File: src/shared/mcss_regs.vh
`ifndef MCSS_REGS_VH
`define MCSS_REGS_VH

// register indexes (register port addresses)
`define MCSS_ADDR_CTRL2        5'h01
`define MCSS_ADDR_MSYNC        5'h0a
`define MCSS_ADDR_STATUS       5'h16
`define MCSS_ADDR_MASK         5'h17
`define MCSS_ADDR_STATE        5'h18
`define MCSS_ADDR_ACTIVE_CTRL2 5'h19
`define MCSS_ADDR_ACTIVE_MSYNC 5'h1a

// control_function_reg_two fields
`define MCSS_CTRL2_GEN_EN      0
`define MCSS_CTRL2_GEN_POL     1
`define MCSS_CTRL2_VAL_DIS     5
`define MCSS_CTRL2_RESET       32'h0000_0000

// multichip sync register fields
`define MCSS_MS_VAL_DLY_HI     31
`define MCSS_MS_VAL_DLY_LO     28
`define MCSS_MS_RX_EN          27
`define MCSS_MS_OUT_DLY_HI     22
`define MCSS_MS_OUT_DLY_LO     18
`define MCSS_MS_IN_DLY_HI      17
`define MCSS_MS_IN_DLY_LO      13
`define MCSS_MS_PRESET_HI      7
`define MCSS_MS_PRESET_LO      2
`define MCSS_MSYNC_RESET       32'h0000_0000

// interrupt status / mask bits
`define MCSS_IRQ_SYNC          0
`define MCSS_IRQ_SMP_ERR       1
`define MCSS_IRQ_UPDATE        2
`define MCSS_IRQ_WIDTH         3
`define MCSS_IRQ_RESET         3'h0

// sync generator divide: one sixteenth of core rate, half high half low
`define MCSS_GEN_DIV           16
`define MCSS_GEN_HALF          4'h7
`define MCSS_GEN_CNT_RESET     4'h0

// delay taps: one tap per core clock cycle in this implementation
`define MCSS_DLY_STEP_PS       75
`define MCSS_CLK_PERIOD_PS     10000

`define MCSS_STATE_RESET       6'h00

`endif

File: src/rtl/mcss_delay_line.v
`include "mcss_regs.vh"

module mcss_delay_line #(
    parameter SEL_W = 5
) (
    // clock and reset
    input  wire             clock_i,
    input  wire             rst_n_i,
    // data
    input  wire             din_i,
    input  wire [SEL_W-1:0] sel_i,
    output reg              dout_o
);

    localparam DEPTH = 1 << SEL_W;

    reg [DEPTH-1:0] taps;

    // tap 0 is the input itself, so a zero word adds only the output flop
    always @(posedge clock_i or negedge rst_n_i)
    begin
        if (!rst_n_i)
        begin
            taps   <= {DEPTH{1'b0}};
            dout_o <= 1'b0;
        end
        else
        begin
            taps   <= {taps[DEPTH-2:0], din_i};
            dout_o <= (sel_i == {SEL_W{1'b0}}) ? din_i : taps[sel_i - 1'b1];
        end
    end

endmodule // mcss_delay_line

File: src/rtl/mcss_validator.v
`include "mcss_regs.vh"

module mcss_validator #(
    parameter WIN_W = 4
) (
    // clock and reset
    input  wire             clock_i,
    input  wire             rst_n_i,
    // control
    input  wire             disable_i,
    input  wire [WIN_W-1:0] window_i,
    // delayed sync sample
    input  wire             sync_i,
    // result
    output reg              fail_o,
    output reg              check_o
);

    reg             prev;
    reg [WIN_W-1:0] run;
    wire            rise;
    wire            fall;
    wire            short_run;

    assign rise      = sync_i & ~prev;
    assign fall      = ~sync_i & prev;
    assign short_run = (run < window_i);

    // run counts cycles since the last transition, saturating
    always @(posedge clock_i or negedge rst_n_i)
    begin
        if (!rst_n_i)
        begin
            prev    <= 1'b0;
            run     <= {WIN_W{1'b0}};
            fail_o  <= 1'b0;
            check_o <= 1'b0;
        end
        else
        begin
            prev    <= sync_i;
            check_o <= 1'b0;
            fail_o  <= 1'b0;
            if (rise | fall)
                run <= {WIN_W{1'b0}};
            else if (run != {WIN_W{1'b1}})
                run <= run + 1'b1;
            // setup: low long enough before the edge; hold: high long enough after
            if (!disable_i && (rise | fall))
            begin
                check_o <= 1'b1;
                fail_o  <= short_run;
            end
        end
    end

endmodule // mcss_validator

File: src/rtl/mcss_top.v
// The strobed register port and the register offsets are this design's own decisions.
`include "mcss_regs.vh"

module mcss_top #(
    parameter STATE_W = 6,
    parameter DLY_W   = 5,
    parameter WIN_W   = 4
) (
    // clock and reset
    input  wire               clock_i,
    input  wire               rst_n_i,
    // register port
    input  wire [4:0]         reg_addr_i,
    input  wire [31:0]        reg_wdata_i,
    input  wire               reg_wr_i,
    input  wire               reg_rd_i,
    output reg  [31:0]        reg_rdata_o,
    // register transfer strobe pin
    input  wire               io_update_i,
    // sync pins
    input  wire               sync_input_pair_p_i,
    input  wire               sync_input_pair_n_i,
    output reg                sync_output_pair_p_o,
    output reg                sync_output_pair_n_o,
    output reg                sync_sample_error_o,
    // core state and interrupt
    output reg  [STATE_W-1:0] clock_state_o,
    output reg                irq_o
);

    // buffered (written) and active copies
    reg  [31:0]               buf_ctrl2;
    reg  [31:0]               buf_msync;
    reg  [31:0]               act_ctrl2;
    reg  [31:0]               act_msync;

    // interrupt registers
    reg  [`MCSS_IRQ_WIDTH-1:0] irq_status;
    reg  [`MCSS_IRQ_WIDTH-1:0] irq_mask;
    reg  [`MCSS_IRQ_WIDTH-1:0] irq_event;

    // pin synchronisers
    reg                       upd_meta;
    reg                       upd_sync;
    reg                       upd_prev;
    reg                       sin_meta;
    reg                       sin_sync;

    // generator
    reg  [3:0]                gen_cnt;
    reg                       gen_clk;
    reg                       gen_late;
    reg                       gen_sel;
    wire                      gen_dly;

    // receiver
    wire                      sin_dly;
    reg                       sin_prev;
    reg                       sync_pulse;
    reg  [STATE_W-1:0]        next_state;
    wire                      val_fail;
    wire                      val_check;

    // decoded active fields, update strobe edge and register write strobes
    wire                      gen_en;
    wire                      gen_pol;
    wire                      val_dis;
    wire                      rx_en;
    wire [DLY_W-1:0]          out_dly;
    wire [DLY_W-1:0]          in_dly;
    wire [WIN_W-1:0]          val_win;
    wire [STATE_W-1:0]        preset;
    wire                      upd_rise;
    wire                      wr_ctrl2;
    wire                      wr_msync;
    wire                      wr_status;
    wire                      wr_mask;

    assign gen_en    = act_ctrl2[`MCSS_CTRL2_GEN_EN];
    assign gen_pol   = act_ctrl2[`MCSS_CTRL2_GEN_POL];
    assign val_dis   = act_ctrl2[`MCSS_CTRL2_VAL_DIS];
    assign rx_en     = act_msync[`MCSS_MS_RX_EN];
    assign out_dly   = act_msync[`MCSS_MS_OUT_DLY_HI:`MCSS_MS_OUT_DLY_LO];
    assign in_dly    = act_msync[`MCSS_MS_IN_DLY_HI:`MCSS_MS_IN_DLY_LO];
    assign val_win   = act_msync[`MCSS_MS_VAL_DLY_HI:`MCSS_MS_VAL_DLY_LO];
    assign preset    = act_msync[`MCSS_MS_PRESET_HI:`MCSS_MS_PRESET_LO];

    assign wr_ctrl2  = reg_wr_i & (reg_addr_i == `MCSS_ADDR_CTRL2);
    assign wr_msync  = reg_wr_i & (reg_addr_i == `MCSS_ADDR_MSYNC);
    assign wr_status = reg_wr_i & (reg_addr_i == `MCSS_ADDR_STATUS);
    assign wr_mask   = reg_wr_i & (reg_addr_i == `MCSS_ADDR_MASK);

    assign upd_rise  = upd_sync & ~upd_prev;

    // pins come from another domain: two flops before any logic, except the sync pair's AND, which feeds the first flop
    always @(posedge clock_i or negedge rst_n_i)
    begin
        if (!rst_n_i)
        begin
            upd_meta <= 1'b0;
            upd_sync <= 1'b0;
            upd_prev <= 1'b0;
            sin_meta <= 1'b0;
            sin_sync <= 1'b0;
        end
        else
        begin
            upd_meta <= io_update_i;
            upd_sync <= upd_meta;
            upd_prev <= upd_sync;
            // differential pair: high only when the pair says so
            sin_meta <= sync_input_pair_p_i & ~sync_input_pair_n_i;
            sin_sync <= sin_meta;
        end
    end

    // ctrl2 and msync writes land in the buffers; neither acts until the transfer strobe
    always @(posedge clock_i or negedge rst_n_i)
    begin
        if (!rst_n_i)
        begin
            buf_ctrl2 <= `MCSS_CTRL2_RESET;
            buf_msync <= `MCSS_MSYNC_RESET;
        end
        else
        begin
            if (wr_ctrl2)
                buf_ctrl2 <= reg_wdata_i;
            if (wr_msync)
                buf_msync <= reg_wdata_i;
        end
    end

    // one strobe shared by many devices makes their updates coincide
    always @(posedge clock_i or negedge rst_n_i)
    begin
        if (!rst_n_i)
        begin
            act_ctrl2 <= `MCSS_CTRL2_RESET;
            act_msync <= `MCSS_MSYNC_RESET;
        end
        else if (upd_rise)
        begin
            act_ctrl2 <= buf_ctrl2;
            act_msync <= buf_msync;
        end
    end

    // sync generator: divide by sixteen, high for eight, low for eight
    always @(posedge clock_i or negedge rst_n_i)
    begin
        if (!rst_n_i)
        begin
            gen_cnt <= `MCSS_GEN_CNT_RESET;
            gen_clk <= 1'b0;
        end
        else if (!gen_en)
        begin
            gen_cnt <= `MCSS_GEN_CNT_RESET;
            gen_clk <= 1'b0;
        end
        else
        begin
            gen_cnt <= gen_cnt + 1'b1;
            gen_clk <= (gen_cnt <= `MCSS_GEN_HALF);
        end
    end

    // single clock: the falling-edge choice becomes a half-period
    // later launch, approximated here as one extra core cycle
    always @(posedge clock_i or negedge rst_n_i)
    begin
        if (!rst_n_i)
        begin
            gen_late <= 1'b0;
            gen_sel  <= 1'b0;
        end
        else
        begin
            gen_late <= gen_clk;
            gen_sel  <= gen_pol ? gen_late : gen_clk;
        end
    end

    // output delay: one tap per word step
    mcss_delay_line #(
        .SEL_W (DLY_W)
    ) u_out_dly (
        .clock_i (clock_i),
        .rst_n_i (rst_n_i),
        .din_i   (gen_sel),
        .sel_i   (out_dly),
        .dout_o  (gen_dly)
    );

    always @(posedge clock_i or negedge rst_n_i)
    begin
        if (!rst_n_i)
        begin
            sync_output_pair_p_o <= 1'b0;
            sync_output_pair_n_o <= 1'b1;
        end
        else
        begin
            sync_output_pair_p_o <= gen_dly;
            sync_output_pair_n_o <= ~gen_dly;
        end
    end

    // input delay ahead of edge detection
    mcss_delay_line #(
        .SEL_W (DLY_W)
    ) u_in_dly (
        .clock_i (clock_i),
        .rst_n_i (rst_n_i),
        .din_i   (sin_sync),
        .sel_i   (in_dly),
        .dout_o  (sin_dly)
    );

    // edge detector: one pulse per rising edge, so pulses follow
    // the input frequency
    always @(posedge clock_i or negedge rst_n_i)
    begin
        if (!rst_n_i)
        begin
            sin_prev   <= 1'b0;
            sync_pulse <= 1'b0;
        end
        else
        begin
            sin_prev   <= sin_dly;
            sync_pulse <= rx_en & sin_dly & ~sin_prev;
        end
    end

    // clock-state counter keeps running even with the receiver off
    always @*
    begin
        if (sync_pulse)
            next_state = preset;
        else
            next_state = clock_state_o + 1'b1;
    end

    always @(posedge clock_i or negedge rst_n_i)
    begin
        if (!rst_n_i)
            clock_state_o <= `MCSS_STATE_RESET;
        else
            clock_state_o <= next_state;
    end

    // setup/hold checking on the same delayed sample
    mcss_validator #(
        .WIN_W (WIN_W)
    ) u_val (
        .clock_i   (clock_i),
        .rst_n_i   (rst_n_i),
        .disable_i (val_dis | ~rx_en),
        .window_i  (val_win),
        .sync_i    (sin_dly),
        .fail_o    (val_fail),
        .check_o   (val_check)
    );

    // error level: set by a failed check, cleared by a clean one or
    // by disabling validation
    always @(posedge clock_i or negedge rst_n_i)
    begin
        if (!rst_n_i)
            sync_sample_error_o <= 1'b0;
        else if (val_dis)
            sync_sample_error_o <= 1'b0;
        else if (val_check)
            sync_sample_error_o <= val_fail;
    end

    // interrupt events
    always @*
    begin
        irq_event = `MCSS_IRQ_RESET;
        irq_event[`MCSS_IRQ_SYNC]    = sync_pulse;
        irq_event[`MCSS_IRQ_SMP_ERR] = val_check & val_fail;
        irq_event[`MCSS_IRQ_UPDATE]  = upd_rise;
    end

    // write-one-to-clear; a new event in the same cycle wins
    always @(posedge clock_i or negedge rst_n_i)
    begin
        if (!rst_n_i)
        begin
            irq_status <= `MCSS_IRQ_RESET;
            irq_mask   <= `MCSS_IRQ_RESET;
            irq_o      <= 1'b0;
        end
        else
        begin
            if (wr_status)
                irq_status <= (irq_status & ~reg_wdata_i[`MCSS_IRQ_WIDTH-1:0]) | irq_event;
            else
                irq_status <= irq_status | irq_event;
            if (wr_mask)
                irq_mask <= reg_wdata_i[`MCSS_IRQ_WIDTH-1:0];
            irq_o <= |(irq_status & irq_mask);
        end
    end

    // read data valid only in the cycle after the strobe
    always @(posedge clock_i or negedge rst_n_i)
    begin
        if (!rst_n_i)
            reg_rdata_o <= 32'h0000_0000;
        else if (!reg_rd_i)
            reg_rdata_o <= 32'h0000_0000;
        else
        begin
            case (reg_addr_i)
                `MCSS_ADDR_CTRL2:        reg_rdata_o <= buf_ctrl2;
                `MCSS_ADDR_MSYNC:        reg_rdata_o <= buf_msync;
                `MCSS_ADDR_ACTIVE_CTRL2: reg_rdata_o <= act_ctrl2;
                `MCSS_ADDR_ACTIVE_MSYNC: reg_rdata_o <= act_msync;
                `MCSS_ADDR_STATUS:
                    reg_rdata_o <= {{(32-`MCSS_IRQ_WIDTH){1'b0}}, irq_status};
                `MCSS_ADDR_MASK:
                    reg_rdata_o <= {{(32-`MCSS_IRQ_WIDTH){1'b0}}, irq_mask};
                `MCSS_ADDR_STATE:
                    reg_rdata_o <= {{(32-STATE_W){1'b0}}, clock_state_o};
                default:                 reg_rdata_o <= 32'h0000_0000;
            endcase
        end
    end

endmodule // mcss_top

File: config.mk
export PLATFORM = sky130hd
export DESIGN_NAME = mcss_top
export DESIGN_NICKNAME = d
export VERILOG_FILES = /design/src/rtl/mcss_delay_line.v /design/src/rtl/mcss_validator.v /design/src/rtl/mcss_top.v
export VERILOG_INCLUDE_DIRS = /design/src /design/src/shared
export SDC_FILE = /design/constraint.sdc
export NUM_CORES = 1
export LEC_CHECK = 0
export ABC_AREA = 1
export BUFFER_PORTS_ARGS = -buffer_cell sky130_fd_sc_hd__buf_2
export CAP_MARGIN = 20
export CORE_AREA = 2 2 143 145
export CTS_CLUSTER_SIZE = 12
export DETAILED_ROUTE_END_ITERATION = 10
export DIE_AREA = 0 0 145 147
export PLACE_DENSITY = 0.74
export SYNTH_ARGS = -nofsm -noshare
export SYNTH_HDL_FRONTEND = slang
export SYNTH_SLANG_ARGS = --single-unit
File: constraint.sdc
create_clock -name clock_i -period 4.1 [get_ports clock_i]
set_input_delay 0.205 -clock clock_i [delete_from_list [all_inputs] [get_ports clock_i]]
set_output_delay 0.205 -clock clock_i [all_outputs]
set_load 0.05 [all_outputs]
==> results.py, run 1 <==
metrics = {
    "cts": {
        "cts_max_level": 1,
        "clk-insertion-delay-late_ns": 0.52,
        "cts_made_buffers": 27,
        "cts_tree": "done",
        "cts_setup_buffers": 0,
        "cts_max_path_buffers": 3,
        "postCtsResizedCells": 0,
        "root_buffer": "clkbuf_16",
        "cts_num_sinks": 262,
        "cts.clk_slew.worst_paths_ns": 0.06,
        "hold_buffers": 35,
    },
    "timing": {
        "fin_crit_sh_pct": 56.7,
        "worst_pin_slew_ns": 0.984,
        "setup_violations": 0,
        "clock.fmax_mhz": 430,
        "finalSetupTns_ns": 0,
        "slew_headroom_pct": 34.2,
        "slew_viol_final": 0,
        "finClkSkew_ns": 0.0170,
        "rsz0062_at_grt": "no",
        "min_period_ns": 2.32,
        "hold_viol": 0,
    },
    "global_routing": {
        "grt_pass1_wl_um": 38800,
        "antenna_found_initial": 0,
        "grt_pass1_vias": 7784,
        "track_usage_pct": 22.2,
        "grt_max_degree": 129,
        "gr-total-overflow": 0,
    },
    "routing": {
        "first_iter_violations": 510,
        "final_antenna_net_count": 0,
        "drt-wirelength-per-cell_um": 15.3,
        "drc": 0,
        "drt-total-wl_um": 23100,
        "viasPerCell": 5.20,
        "dr.pass1.iters": 5,
        "vias": 7840,
    },
    "yosys": {
        "async_flop_share_pct": 100,
        "syn_inst": 1113,
        "synth_edf_count": 0,
        "synth_seq_cells": 262,
        "synth.avg_cell_area_um2": 9.67,
        "synth_fp_nets": 1165,
        "yosysSeqAreaShare_pct": 61.0,
        "synth_cell_types": 37,
        "ys_warn_count": 0,
        "netlist_area_um2": 10800,
        "synthFlopType": "dfrtp_1",
    },
    "worst_setup_path": {
        "cp.arrival_ns": 2.72,
        "worstPathMaxFanout": 19,
        "cp-start-kind": "flop",
        "crit_type": "flop to flop",
        "worst_setup_path_end_kind": "flop",
        "required_ns": 4.49,
    },
    "pwr": {
        "peakVddDrop_mv": 0.316,
        "p_leak_nw": 6.22,
        "powerDensity_nw_per_um2": 550,
    },
    "cells_and_area": {
        "nFillCells": 1623,
        "final_cells": 1508,
        "syn2layout_area_growth_pct": 15.3,
        "finalNetCount": 1277,
        "layout-drive-gt1-share_pct": 15.8,
        "antenna_cells": 0,
    },
    "die": {
        "dieWidth_um": 145,
        "placement_rows": 52,
        "die_h_um": 147,
        "coreArea_um2": 19800,
        "start_util_pct": 54.2,
        "top_level_ports": 86,
        "die-area_um2": 21300,
    },
    "status": {
        "status": "complete, no violations",
    },
    "placed_design": {
        "io_buffer_count": 85,
        "dp_hpwl_um": 14200,
        "place_congestion": 0.880,
        "place_inst": 1431,
    },
    "flow_run": {
        "cap_violations": 0,
    },
    "worst_hold_path": {
        "hp-class": "input pin to flop",
    },
}
sequential cells by signal (all words and copies together) (netlist names), 3 cells and up:
name,count
irq_mask,3
buf_msync,32
act_msync,32
gen_cnt,4
u_val.run,4
irq_status,3
reg_rdata_o,32
buf_ctrl2,32
u_out_dly.taps,32
act_ctrl2,32
clock_state_o,6
u_in_dly.taps,32
cell type report:
class	instances	area (µm²)	area share (%)
clock buffer	38	747	6.02
sequential	262	6560	52.9
tap	270	338	2.72
clock inverter	4	20.0	0.161
multi-input combinational	671	3390	27.3
timing repair buffer	128	846	6.82
inverter	135	509	4.10
Yosys cell counts (2+ instances only):
cell type | count | share of area, %
nand2_1 | 313 | 11
dfrtp_1 | 261 | 61
inv_1 | 129 | 4.5
o21ai_0 | 60 | 2.8
nand3_1 | 55 | 2.6
a21oi_1 | 49 | 2.3
nor2_1 | 44 | 1.5
o21ai_1 | 44 | 2.0
mux2_2 | 31 | 3.2
o21ai_2 | 21 | 1.7
buf_2 | 16 | 0.74
buf_6 | 13 | 1.4
a41oi_1 | 10 | 0.81
clkbuf_1 | 9 | 0.31
ha_1 | 8 | 0.93
buf_4 | 6 | 0.42
inv_2 | 5 | 0.17
o211ai_1 | 5 | 0.35
xnor2_1 | 4 | 0.33
xor2_1 | 4 | 0.33
a211oi_1 | 3 | 0.21
nand4_1 | 3 | 0.17
and2_1 | 2 | 0.12
nand2_4 | 2 | 0.21
nand3_2 | 2 | 0.19
nor2_2 | 2 | 0.12
o22ai_1 | 2 | 0.12
per-layer routing:
| layer | share of wire [%] | vias to the layer above | GRT usage (%) |
|---|---|---|---|
| met1 | 46 | 3824 | 31.5 |
| met4 | 2.6 | 0 | 7.23 |
| li1 | - | 3769 | - |
| met3 | 4.7 | 49 | 2.95 |
| met5 | 0 | - | 0 |
| met2 | 47 | 198 | 36.1 |
cell usage in the layout, fill, tap and decap left out, drive strengths merged:
cell type	synthesis	layout
mux2	31	31
a41oi	10	10
a21boi	1	1
o211ai	5	5
o21ai	125	125
nand2	316	316
a21oi	49	49
dfstp	1	1
nor3	1	1
o22ai	2	2
nand3	57	57
nor2	47	47
inv	135	135
buf	35	93
and2	2	2
o21a	1	1
and3	1	1
ha	8	8
dlygate4sd3	0	35
clkbuf	10	38
xor2	4	4
a211oi	3	3
xnor2	4	4
clkinv	0	4
a31oi	1	1
nand4	3	3
dfrtp	261	261
power by group:
group	leakage [nW]	total (mW)	switching, mW	internal [mW]
clock network	0.379	2.18	0.933	1.25
registers	3.36	3.36	0.324	3.04
logic	2.48	1.28	0.809	0.468
critical path: stages (launching register included):
cell     delay [ns]
dfrtp_1        0.72
inv_2          0.29
ha_1           0.55
inv_1          0.20
nand3_1        0.12
nand3_1        0.07
nand3_1        0.09
nand2_1        0.06
nand2_1        0.05
nand3_1        0.07
through the flow:
| step | hold slack, ns | power, mW | worst slack [ns] | util [%] | instance area (µm²) |
|---|---|---|---|---|---|
| after floorplan | -0.0906 | 4.28 | 2.24 | - | 10800 |
| after global placement | 0.314 | 4.59 | 1.86 | 56.9 | 11300 |
| after detailed placement | 0.315 | 4.65 | 1.82 | 56.9 | 11300 |
| after CTS | 0.000449 | 6.86 | 1.81 | 62.5 | 12400 |
| after global routing | 0.0347 | 7.21 | 1.53 | 62.5 | 12400 |
| final | 0.0144 | 6.82 | 1.78 | 62.5 | 12400 |
final timing paths:
check / startpoint / to / slack, ns / cells past startpoint
worst max-delay path: act_msync[13] / u_in_dly.dout_o / 1.78 / 9
worst min-delay path: reg_wdata_i[1] / buf_msync[1] / 0.01 / 3
worst max register to register: act_msync[13] / u_in_dly.dout_o / 1.78 / 9
worst min register to register: upd_meta / upd_sync / 0.35 / 0
max in group asynchronous: rst_n_i / reg_rdata_o[30] / 2.53 / 3
min in group asynchronous: rst_n_i / u_in_dly.taps[28] / 0.37 / 2
logic make-up (layout without fill, tap and decap cells):
family,count (synthesis),count (layout),synth area share [%]
AOI/OAI and AO/OA,197,197,10.5
adders and majority gates,8,8,0.930
buffers and inverters,180,305,7.62
DFF,262,262,61.0
xor gates and xnor gates,8,8,0.651
muxes,31,31,3.24
and+or+nand+nor,427,427,16.1
No activity file was read; power rests on OpenSTA's default activity.
==> inputs of run 2 (changes only) <==
--- a/config.mk
+++ b/config.mk
@@ -6,13 +6,13 @@
 export SDC_FILE = /design/constraint.sdc
 export NUM_CORES = 1
 export LEC_CHECK = 0
-export ABC_AREA = 1
+export ABC_AREA = 0
 export BUFFER_PORTS_ARGS = -buffer_cell sky130_fd_sc_hd__buf_2
 export CAP_MARGIN = 20
-export CORE_AREA = 2 2 143 145
+export CORE_AREA = 2 2 142 144
 export CTS_CLUSTER_SIZE = 12
 export DETAILED_ROUTE_END_ITERATION = 10
-export DIE_AREA = 0 0 145 147
+export DIE_AREA = 0 0 144 146
 export PLACE_DENSITY = 0.74
 export SYNTH_ARGS = -nofsm -noshare
 export SYNTH_HDL_FRONTEND = slang
==> constraint.sdc (replaced) <==
create_clock -name clock_i -period 2 [get_ports clock_i]
set_input_delay 0.1 -clock clock_i [delete_from_list [all_inputs] [get_ports clock_i]]
set_output_delay 0.1 -clock clock_i [all_outputs]
set_load 0.05 [all_outputs]
==> run 2 against run 1 <==
  * Wire length is 6.2% lower
  * Die area is 1.4% lower
  * Worst setup slack got worse by 1.6 ns
  * Largest power group unchanged
  * Core utilization increased by 1.8 points
  * Highest routed layer unchanged
  * Largest cell class unchanged
==> results.py, run 2 <==
metrics = {
    "placed_design": {
        "place_ws_ns": 0.0718,
        "dp_hpwl_um": 14000,
        "io_buffer_count": 85,
        "place_congestion": 0.792,
    },
    "yosys": {
        "yosysSeqAreaShare_pct": 64.2,
        "synth_seq_cells": 262,
        "async_flop_share_pct": 100,
        "ys_warn_count": 0,
        "synth.avg_cell_area_um2": 14.8,
        "netlist_area_um2": 10200,
        "synth_fp_nets": 742,
        "yosys.area.top_type": "dfrtp_1",
        "synth.most_common_cell": "dfrtp_1",
        "synth_edf_count": 0,
        "synth_commonest_cells": "261 x dfrtp_1, 125 x mux2_2, 58 x a22oi_1",
        "synthFlopType": "dfrtp_1",
        "synth_top_area_share_pct": 63.9,
        "synth_cell_types": 40,
        "syn_inst": 690,
        "ys_top_cells_by_area": "dfrtp_1 64%, mux2_2 14%, a22oi_1 4.3%, mux4_2 3.5%, mux2i_1 2.4%",
    },
    "global_routing": {
        "antenna_found_initial": 1,
        "grt_pass1_vias": 6802,
        "gr-total-overflow": 0,
        "track_usage_pct": 21.2,
        "grt_pass1_wl_um": 35300,
        "grt_max_degree": 74,
    },
    "pwr": {
        "p_clk_share_pct": 34.2,
        "p_sw_share_pct": 27.2,
        "p_comb_share_pct": 17.6,
        "p_leak_nw": 5.82,
        "seqPwrFrac_pct": 48.1,
        "powerDensity_nw_per_um2": 1180,
        "p_int_mw": 10.6,
        "peakVddDrop_mv": 0.772,
        "power_mw": 14.6,
        "p_sw_mw": 3.97,
    },
    "cells_and_area": {
        "layout.cells.most_common": "dfrtp_1",
        "finalNetCount": 889,
        "syn2layout_area_growth_pct": 21.6,
        "final_cell_mix": "261 x dfrtp_1, 125 x mux2_2, 84 x buf_2",
        "layout-drive-gt1-share_pct": 36.1,
        "antenna_cells": 0,
    },
    "cts": {
        "cts_tree": "done",
        "cts_made_buffers": 28,
        "cts.clk_slew.worst_paths_ns": 0.06,
        "cts_num_sinks": 262,
        "clk-insertion-delay-late_ns": 0.53,
        "cts_max_level": 1,
        "root_buffer": "clkbuf_16",
        "cts_max_path_buffers": 3,
    },
    "die": {
        "die_h_um": 146,
        "die-area_um2": 21000,
        "coreArea_um2": 19300,
        "placement_rows": 51,
        "start_util_pct": 52.9,
        "top_level_ports": 86,
        "dieWidth_um": 144,
    },
    "timing": {
        "min_period_ns": 1.80,
        "fin_crit_sh_pct": 90.0,
        "hold_viol": 0,
        "finalSetupTns_ns": 0,
        "slew_headroom_pct": 63.6,
        "setup_slack_ns": 0.200,
        "rsz0062_at_grt": "no",
        "slew_viol_final": 0,
        "fin_hold_ws_ns": 0.0419,
        "finClkSkew_ns": 0.0155,
        "setup_violations": 0,
        "worst_pin_slew_ns": 0.546,
        "clock.fmax_mhz": 556,
    },
    "routing": {
        "drt-total-wl_um": 21600,
        "viasPerCell": 5.58,
        "drt-wirelength-per-cell_um": 19.3,
        "first_iter_violations": 379,
        "final_antenna_net_count": 0,
        "drc": 0,
        "dr.pass1.iters": 5,
        "vias": 6252,
    },
    "status": {
        "status": "complete, no violations",
    },
    "worst_hold_path": {
        "hp-class": "input pin to flop",
    },
    "worst_setup_path": {
        "cp-start-kind": "flop",
        "worst_setup_path_end_kind": "flop",
        "cp.arrival_ns": 2.20,
        "worstPathMaxFanout": 8,
        "crit_type": "flop to flop",
        "required_ns": 2.40,
    },
    "flow_run": {
        "cap_violations": 0,
    },
}
-- run 2: cell types whose count changed in the layout (fill, tap and decap cells not counted), moves of 21 or more --
cell     previous run  this run
o21ai_1            44         0
o21ai_2            21         0
nand2_1           312        26
o21ai_0            60        18
a22oi_1             0        58
mux2i_1             0        25
inv_1             129        11
nand3_1            55         6
mux2_2             31       125
nor2_1             44        13
-- run 2: per-layer routing --
layer / up-vias / track usage [%] / routed length, µm
met2: 150 / 35.3 / 10800
met1: 3251 / 28.9 / 9390
li1: 2811 / - / -
met4: 0 / 6.08 / 526
met3: 40 / 3.42 / 941
met5: - / 0 / 0
-- run 2: worst paths after layout --
path | startpoint | end | slack, ns | cells after the start
hold reg to reg | sin_meta | sin_sync | 0.34 | 0
min in group asynchronous | rst_n_i | u_out_dly.taps[24] | 0.13 | 2
hold / removal | reg_wr_i | irq_status[2] | 0.04 | 5
max in group asynchronous | rst_n_i | clock_state_o[1] | 1.11 | 3
setup reg to reg | act_msync[14] | u_in_dly.dout_o | 0.20 | 7
setup / recovery | act_msync[14] | u_in_dly.dout_o | 0.20 | 7
-- run 2: final cells by class --
| cell class | count | area [µm²] |
|---|---|---|
| Clock buffer | 46 | 860 |
| Clock inverter | 3 | 43.8 |
| Inverter | 11 | 41.3 |
| Timing Repair Buffer | 152 | 1100 |
| Multi-Input combinational cell | 382 | 3490 |
| Fill cell | 1431 | 6910 |
| Sequential cell | 262 | 6560 |
| Tap cell | 265 | 332 |
-- run 2: cells by family after synthesis --
| logic type | count (synthesis) | share of synthesized area (%) |
|---|---|---|
| AO/OA/AOI/OAI | 118 | 7.62 |
| XOR/XNOR | 12 | 1.03 |
| adder cells (fa/ha/maj) | 8 | 0.979 |
| buffers and inverters | 46 | 2.04 |
| flip-flops | 262 | 64.2 |
| multiplexers | 169 | 20.1 |
| AND/OR/NAND/NOR | 75 | 4.09 |
-- run 2: repair_timing --
| action | in CTS | in global routing |
|---|---|---|
| setup endpoints to repair | 0 | 2 |
| hold buffers | 36 | 0 |
| setup buffers | 0 | 0 |
| hold endpoints to repair | 200 | 0 |
| gates resized for setup | 0 | 3 |
-- run 2: power by group through the flow --
stage | Combinational (mW) | Sequential, mW | Clock [mW]
finish | 2.58 | 7.03 | 5.00
global route | 2.83 | 7.15 | 5.31
floorplan | 1.60 | 7.16 | 0
global placement | 2.40 | 7.03 | 0
detailed placement | 2.51 | 7.11 | 0
CTS | 2.58 | 7.03 | 5.10
-- run 2: worst max-delay path, stage by stage, from the launching register on --
cell     delay, ns
dfrtp_1       0.36
inv_1         0.06
ha_2          0.44
mux4_2        0.32
mux2i_1       0.15
mux2i_1       0.11
mux2i_1       0.14
mux2i_1       0.08
-- run 2: metrics by stage --
step / instances / util (%) / cell area (µm²)
finish: 1121 / 64.3 / 12400
global route: 1121 / 64.3 / 12400
CTS: 1121 / 64.2 / 12400
detailed placement: 1036 / 57.7 / 11100
global placement: 1036 / 57.7 / 11100
floorplan: 690 / - / 10200
==> inputs of run 3 (changes only) <==
--- a/config.mk
+++ b/config.mk
@@ -9,10 +9,10 @@
 export ABC_AREA = 0
 export BUFFER_PORTS_ARGS = -buffer_cell sky130_fd_sc_hd__buf_2
 export CAP_MARGIN = 20
-export CORE_AREA = 2 2 142 144
+export CORE_AREA = 2 2 128 161
 export CTS_CLUSTER_SIZE = 12
 export DETAILED_ROUTE_END_ITERATION = 10
-export DIE_AREA = 0 0 144 146
+export DIE_AREA = 0 0 130 163
 export PLACE_DENSITY = 0.74
 export SYNTH_ARGS = -nofsm -noshare
 export SYNTH_HDL_FRONTEND = slang
==> run 3 against run 2 <==
  * Count of clock-buffer cells in the layout shrank 5
  * Sequential power hardly changed
  * Non-clock buffer count decreased by 9
  * First-iteration DRC count up 11%
  * Fmax shrank 2.4%
  * Flip-flop and latch count stayed put
  * Global-route usage is essentially flat
  * Largest cell class unchanged
==> results.py, run 3 (synthesis gave the netlist of run 2 again) <==
metrics = {
    "cts": {
        "cts_max_level": 1,
        "cts_max_path_buffers": 3,
        "cts.clk_slew.worst_paths_ns": 0.06,
        "cts_made_buffers": 26,
        "root_buffer": "clkbuf_16",
        "cts_num_sinks": 262,
        "clk-insertion-delay-late_ns": 0.52,
        "cts_tree": "done",
        "cts_setup_buffers": 0,
    },
    "cells_and_area": {
        "antenna_cells": 0,
        "ff_latch_area_um2": 6560,
        "multiInputGateArea_um2": 3480,
        "final_cell_mix": "261 x dfrtp_1, 125 x mux2_2, 84 x buf_2",
        "finalNetCount": 878,
        "layout.cells.most_common": "dfrtp_1",
        "syn2layout_area_growth_pct": 20.2,
        "layout-drive-gt1-share_pct": 34.9,
        "nFillCells": 1443,
    },
    "timing": {
        "slew_headroom_pct": 63.0,
        "worst_pin_slew_ns": 0.555,
        "slew_viol_final": 0,
        "hold_viol": 0,
        "finClkSkew_ns": 0.00990,
        "fin_crit_sh_pct": 92.2,
        "rsz0062_at_grt": "no",
        "min_period_ns": 1.84,
        "clock.fmax_mhz": 542,
        "finalSetupTns_ns": 0,
        "setup_violations": 0,
    },
    "global_routing": {
        "gr-total-overflow": 0,
        "track_usage_pct": 21.2,
        "grt_use_met3_pct": 2.63,
        "antenna_found_initial": 0,
        "grt_max_degree": 74,
        "grt_util_met1_pct": 26.6,
        "busiest_layer": "met2",
        "grt_pass1_vias": 6863,
        "use_met2_pct": 37.8,
        "grt_pass1_wl_um": 35100,
    },
    "worst_setup_path": {
        "cp-start-kind": "flop",
        "required_ns": 2.40,
        "worstPathMaxFanout": 8,
        "cp.arrival_ns": 2.25,
        "crit_type": "flop to flop",
        "crit_path_frequent_cell": "mux2i_1",
        "critPathSlowestCell": "ha_2",
        "slowest_delay_ns": 0.46,
        "cp_cell_sequence": "inv_1 > ha_2 > mux4_2 > mux2i_1 > mux2i_1 > mux2i_1 > mux2i_1",
        "worst_setup_path_end_kind": "flop",
    },
    "routing": {
        "vias": 6207,
        "dr.pass1.iters": 6,
        "drc": 0,
        "drt-total-wl_um": 21600,
        "first_iter_violations": 419,
        "drt-wirelength-per-cell_um": 19.5,
        "final_antenna_net_count": 0,
        "viasPerCell": 5.59,
    },
    "status": {
        "status": "complete, no violations",
    },
    "placed_design": {
        "place_congestion": 0.823,
        "io_buffer_count": 85,
        "dp_hpwl_um": 13400,
    },
    "pwr": {
        "peakVddDrop_mv": 0.736,
        "powerDensity_nw_per_um2": 1160,
        "power_mw": 14.2,
        "p_leak_nw": 5.72,
    },
    "die": {
        "die-area_um2": 21200,
        "placement_rows": 58,
        "die_h_um": 163,
        "top_level_ports": 86,
        "start_util_pct": 51.6,
        "coreArea_um2": 19800,
        "dieWidth_um": 130,
    },
    "worst_hold_path": {
        "hp-class": "input pin to flop",
    },
    "flow_run": {
        "cap_violations": 0,
    },
}
run 3: what timing repair did:
| action | CTS | global route |
|---|---|---|
| endpoints found under the setup margin | 0 | 2 |
| gates resized for setup | 0 | 2 |
| hold endpoints to repair | 172 | 0 |
| hold buffers | 36 | 0 |
run 3: area by class of cell:
| class | instances | share of cell area, % |
|---|---|---|
| clock inverter | 1 | 0.244 |
| inverter | 11 | 0.336 |
| timing repair buffer | 143 | 8.74 |
| clock buffer | 41 | 6.25 |
| sequential | 262 | 53.4 |
| tap | 270 | 2.75 |
| multi-input combinational | 382 | 28.3 |
run 3: worst max-delay path: cells and delay by family, from the launching register on:
family                   cells  cell delay, ns
buffers and inverters        1            0.06
multiplexers                 5            0.84
flip-flops                   1            0.37
adder cells (fa/ha/maj)      1            0.46
run 3: routing by layer:
layer / routed length (µm) / up-vias
met5: 0 / -
met4: 578 / 0
met3: 777 / 35
met2: 11500 / 144
met1: 8810 / 3265
li1: - / 2763
run 3: report_power, final:
| part | switching, mW | internal (mW) |
|---|---|---|
| Combinational | 1.27 | 1.30 |
| Sequential | 0.738 | 6.29 |
| Clock | 1.89 | 2.73 |
run 3: per-stage QoR:
step	cell area (µm²)	worst slack (ns)	instances	util, %	hold slack [ns]
after global placement	11100	0.189	1032	56.2	0.0955
after floorplan	10200	0.0306	690	-	-0.196
after global routing	12300	0.0233	1110	62.0	0.0572
final	12300	0.156	1110	62.0	0.0399
after CTS	12300	0.0628	1110	62.0	0.0153
after detailed placement	11100	0.109	1032	56.2	0.103
run 3: worst paths after layout:
check / startpoint / endpoint / slack [ns] / depth (start not counted)
worst max-delay path: act_msync[19] / u_out_dly.dout_o / 0.16 / 7
worst min-delay path: reg_wr_i / irq_status[2] / 0.04 / 5
worst max register to register: act_msync[19] / u_out_dly.dout_o / 0.16 / 7
worst min register to register: sin_meta / sin_sync / 0.35 / 0
max in group asynchronous: rst_n_i / upd_meta / 1.12 / 3
min in group asynchronous: rst_n_i / act_ctrl2[29] / 0.13 / 2
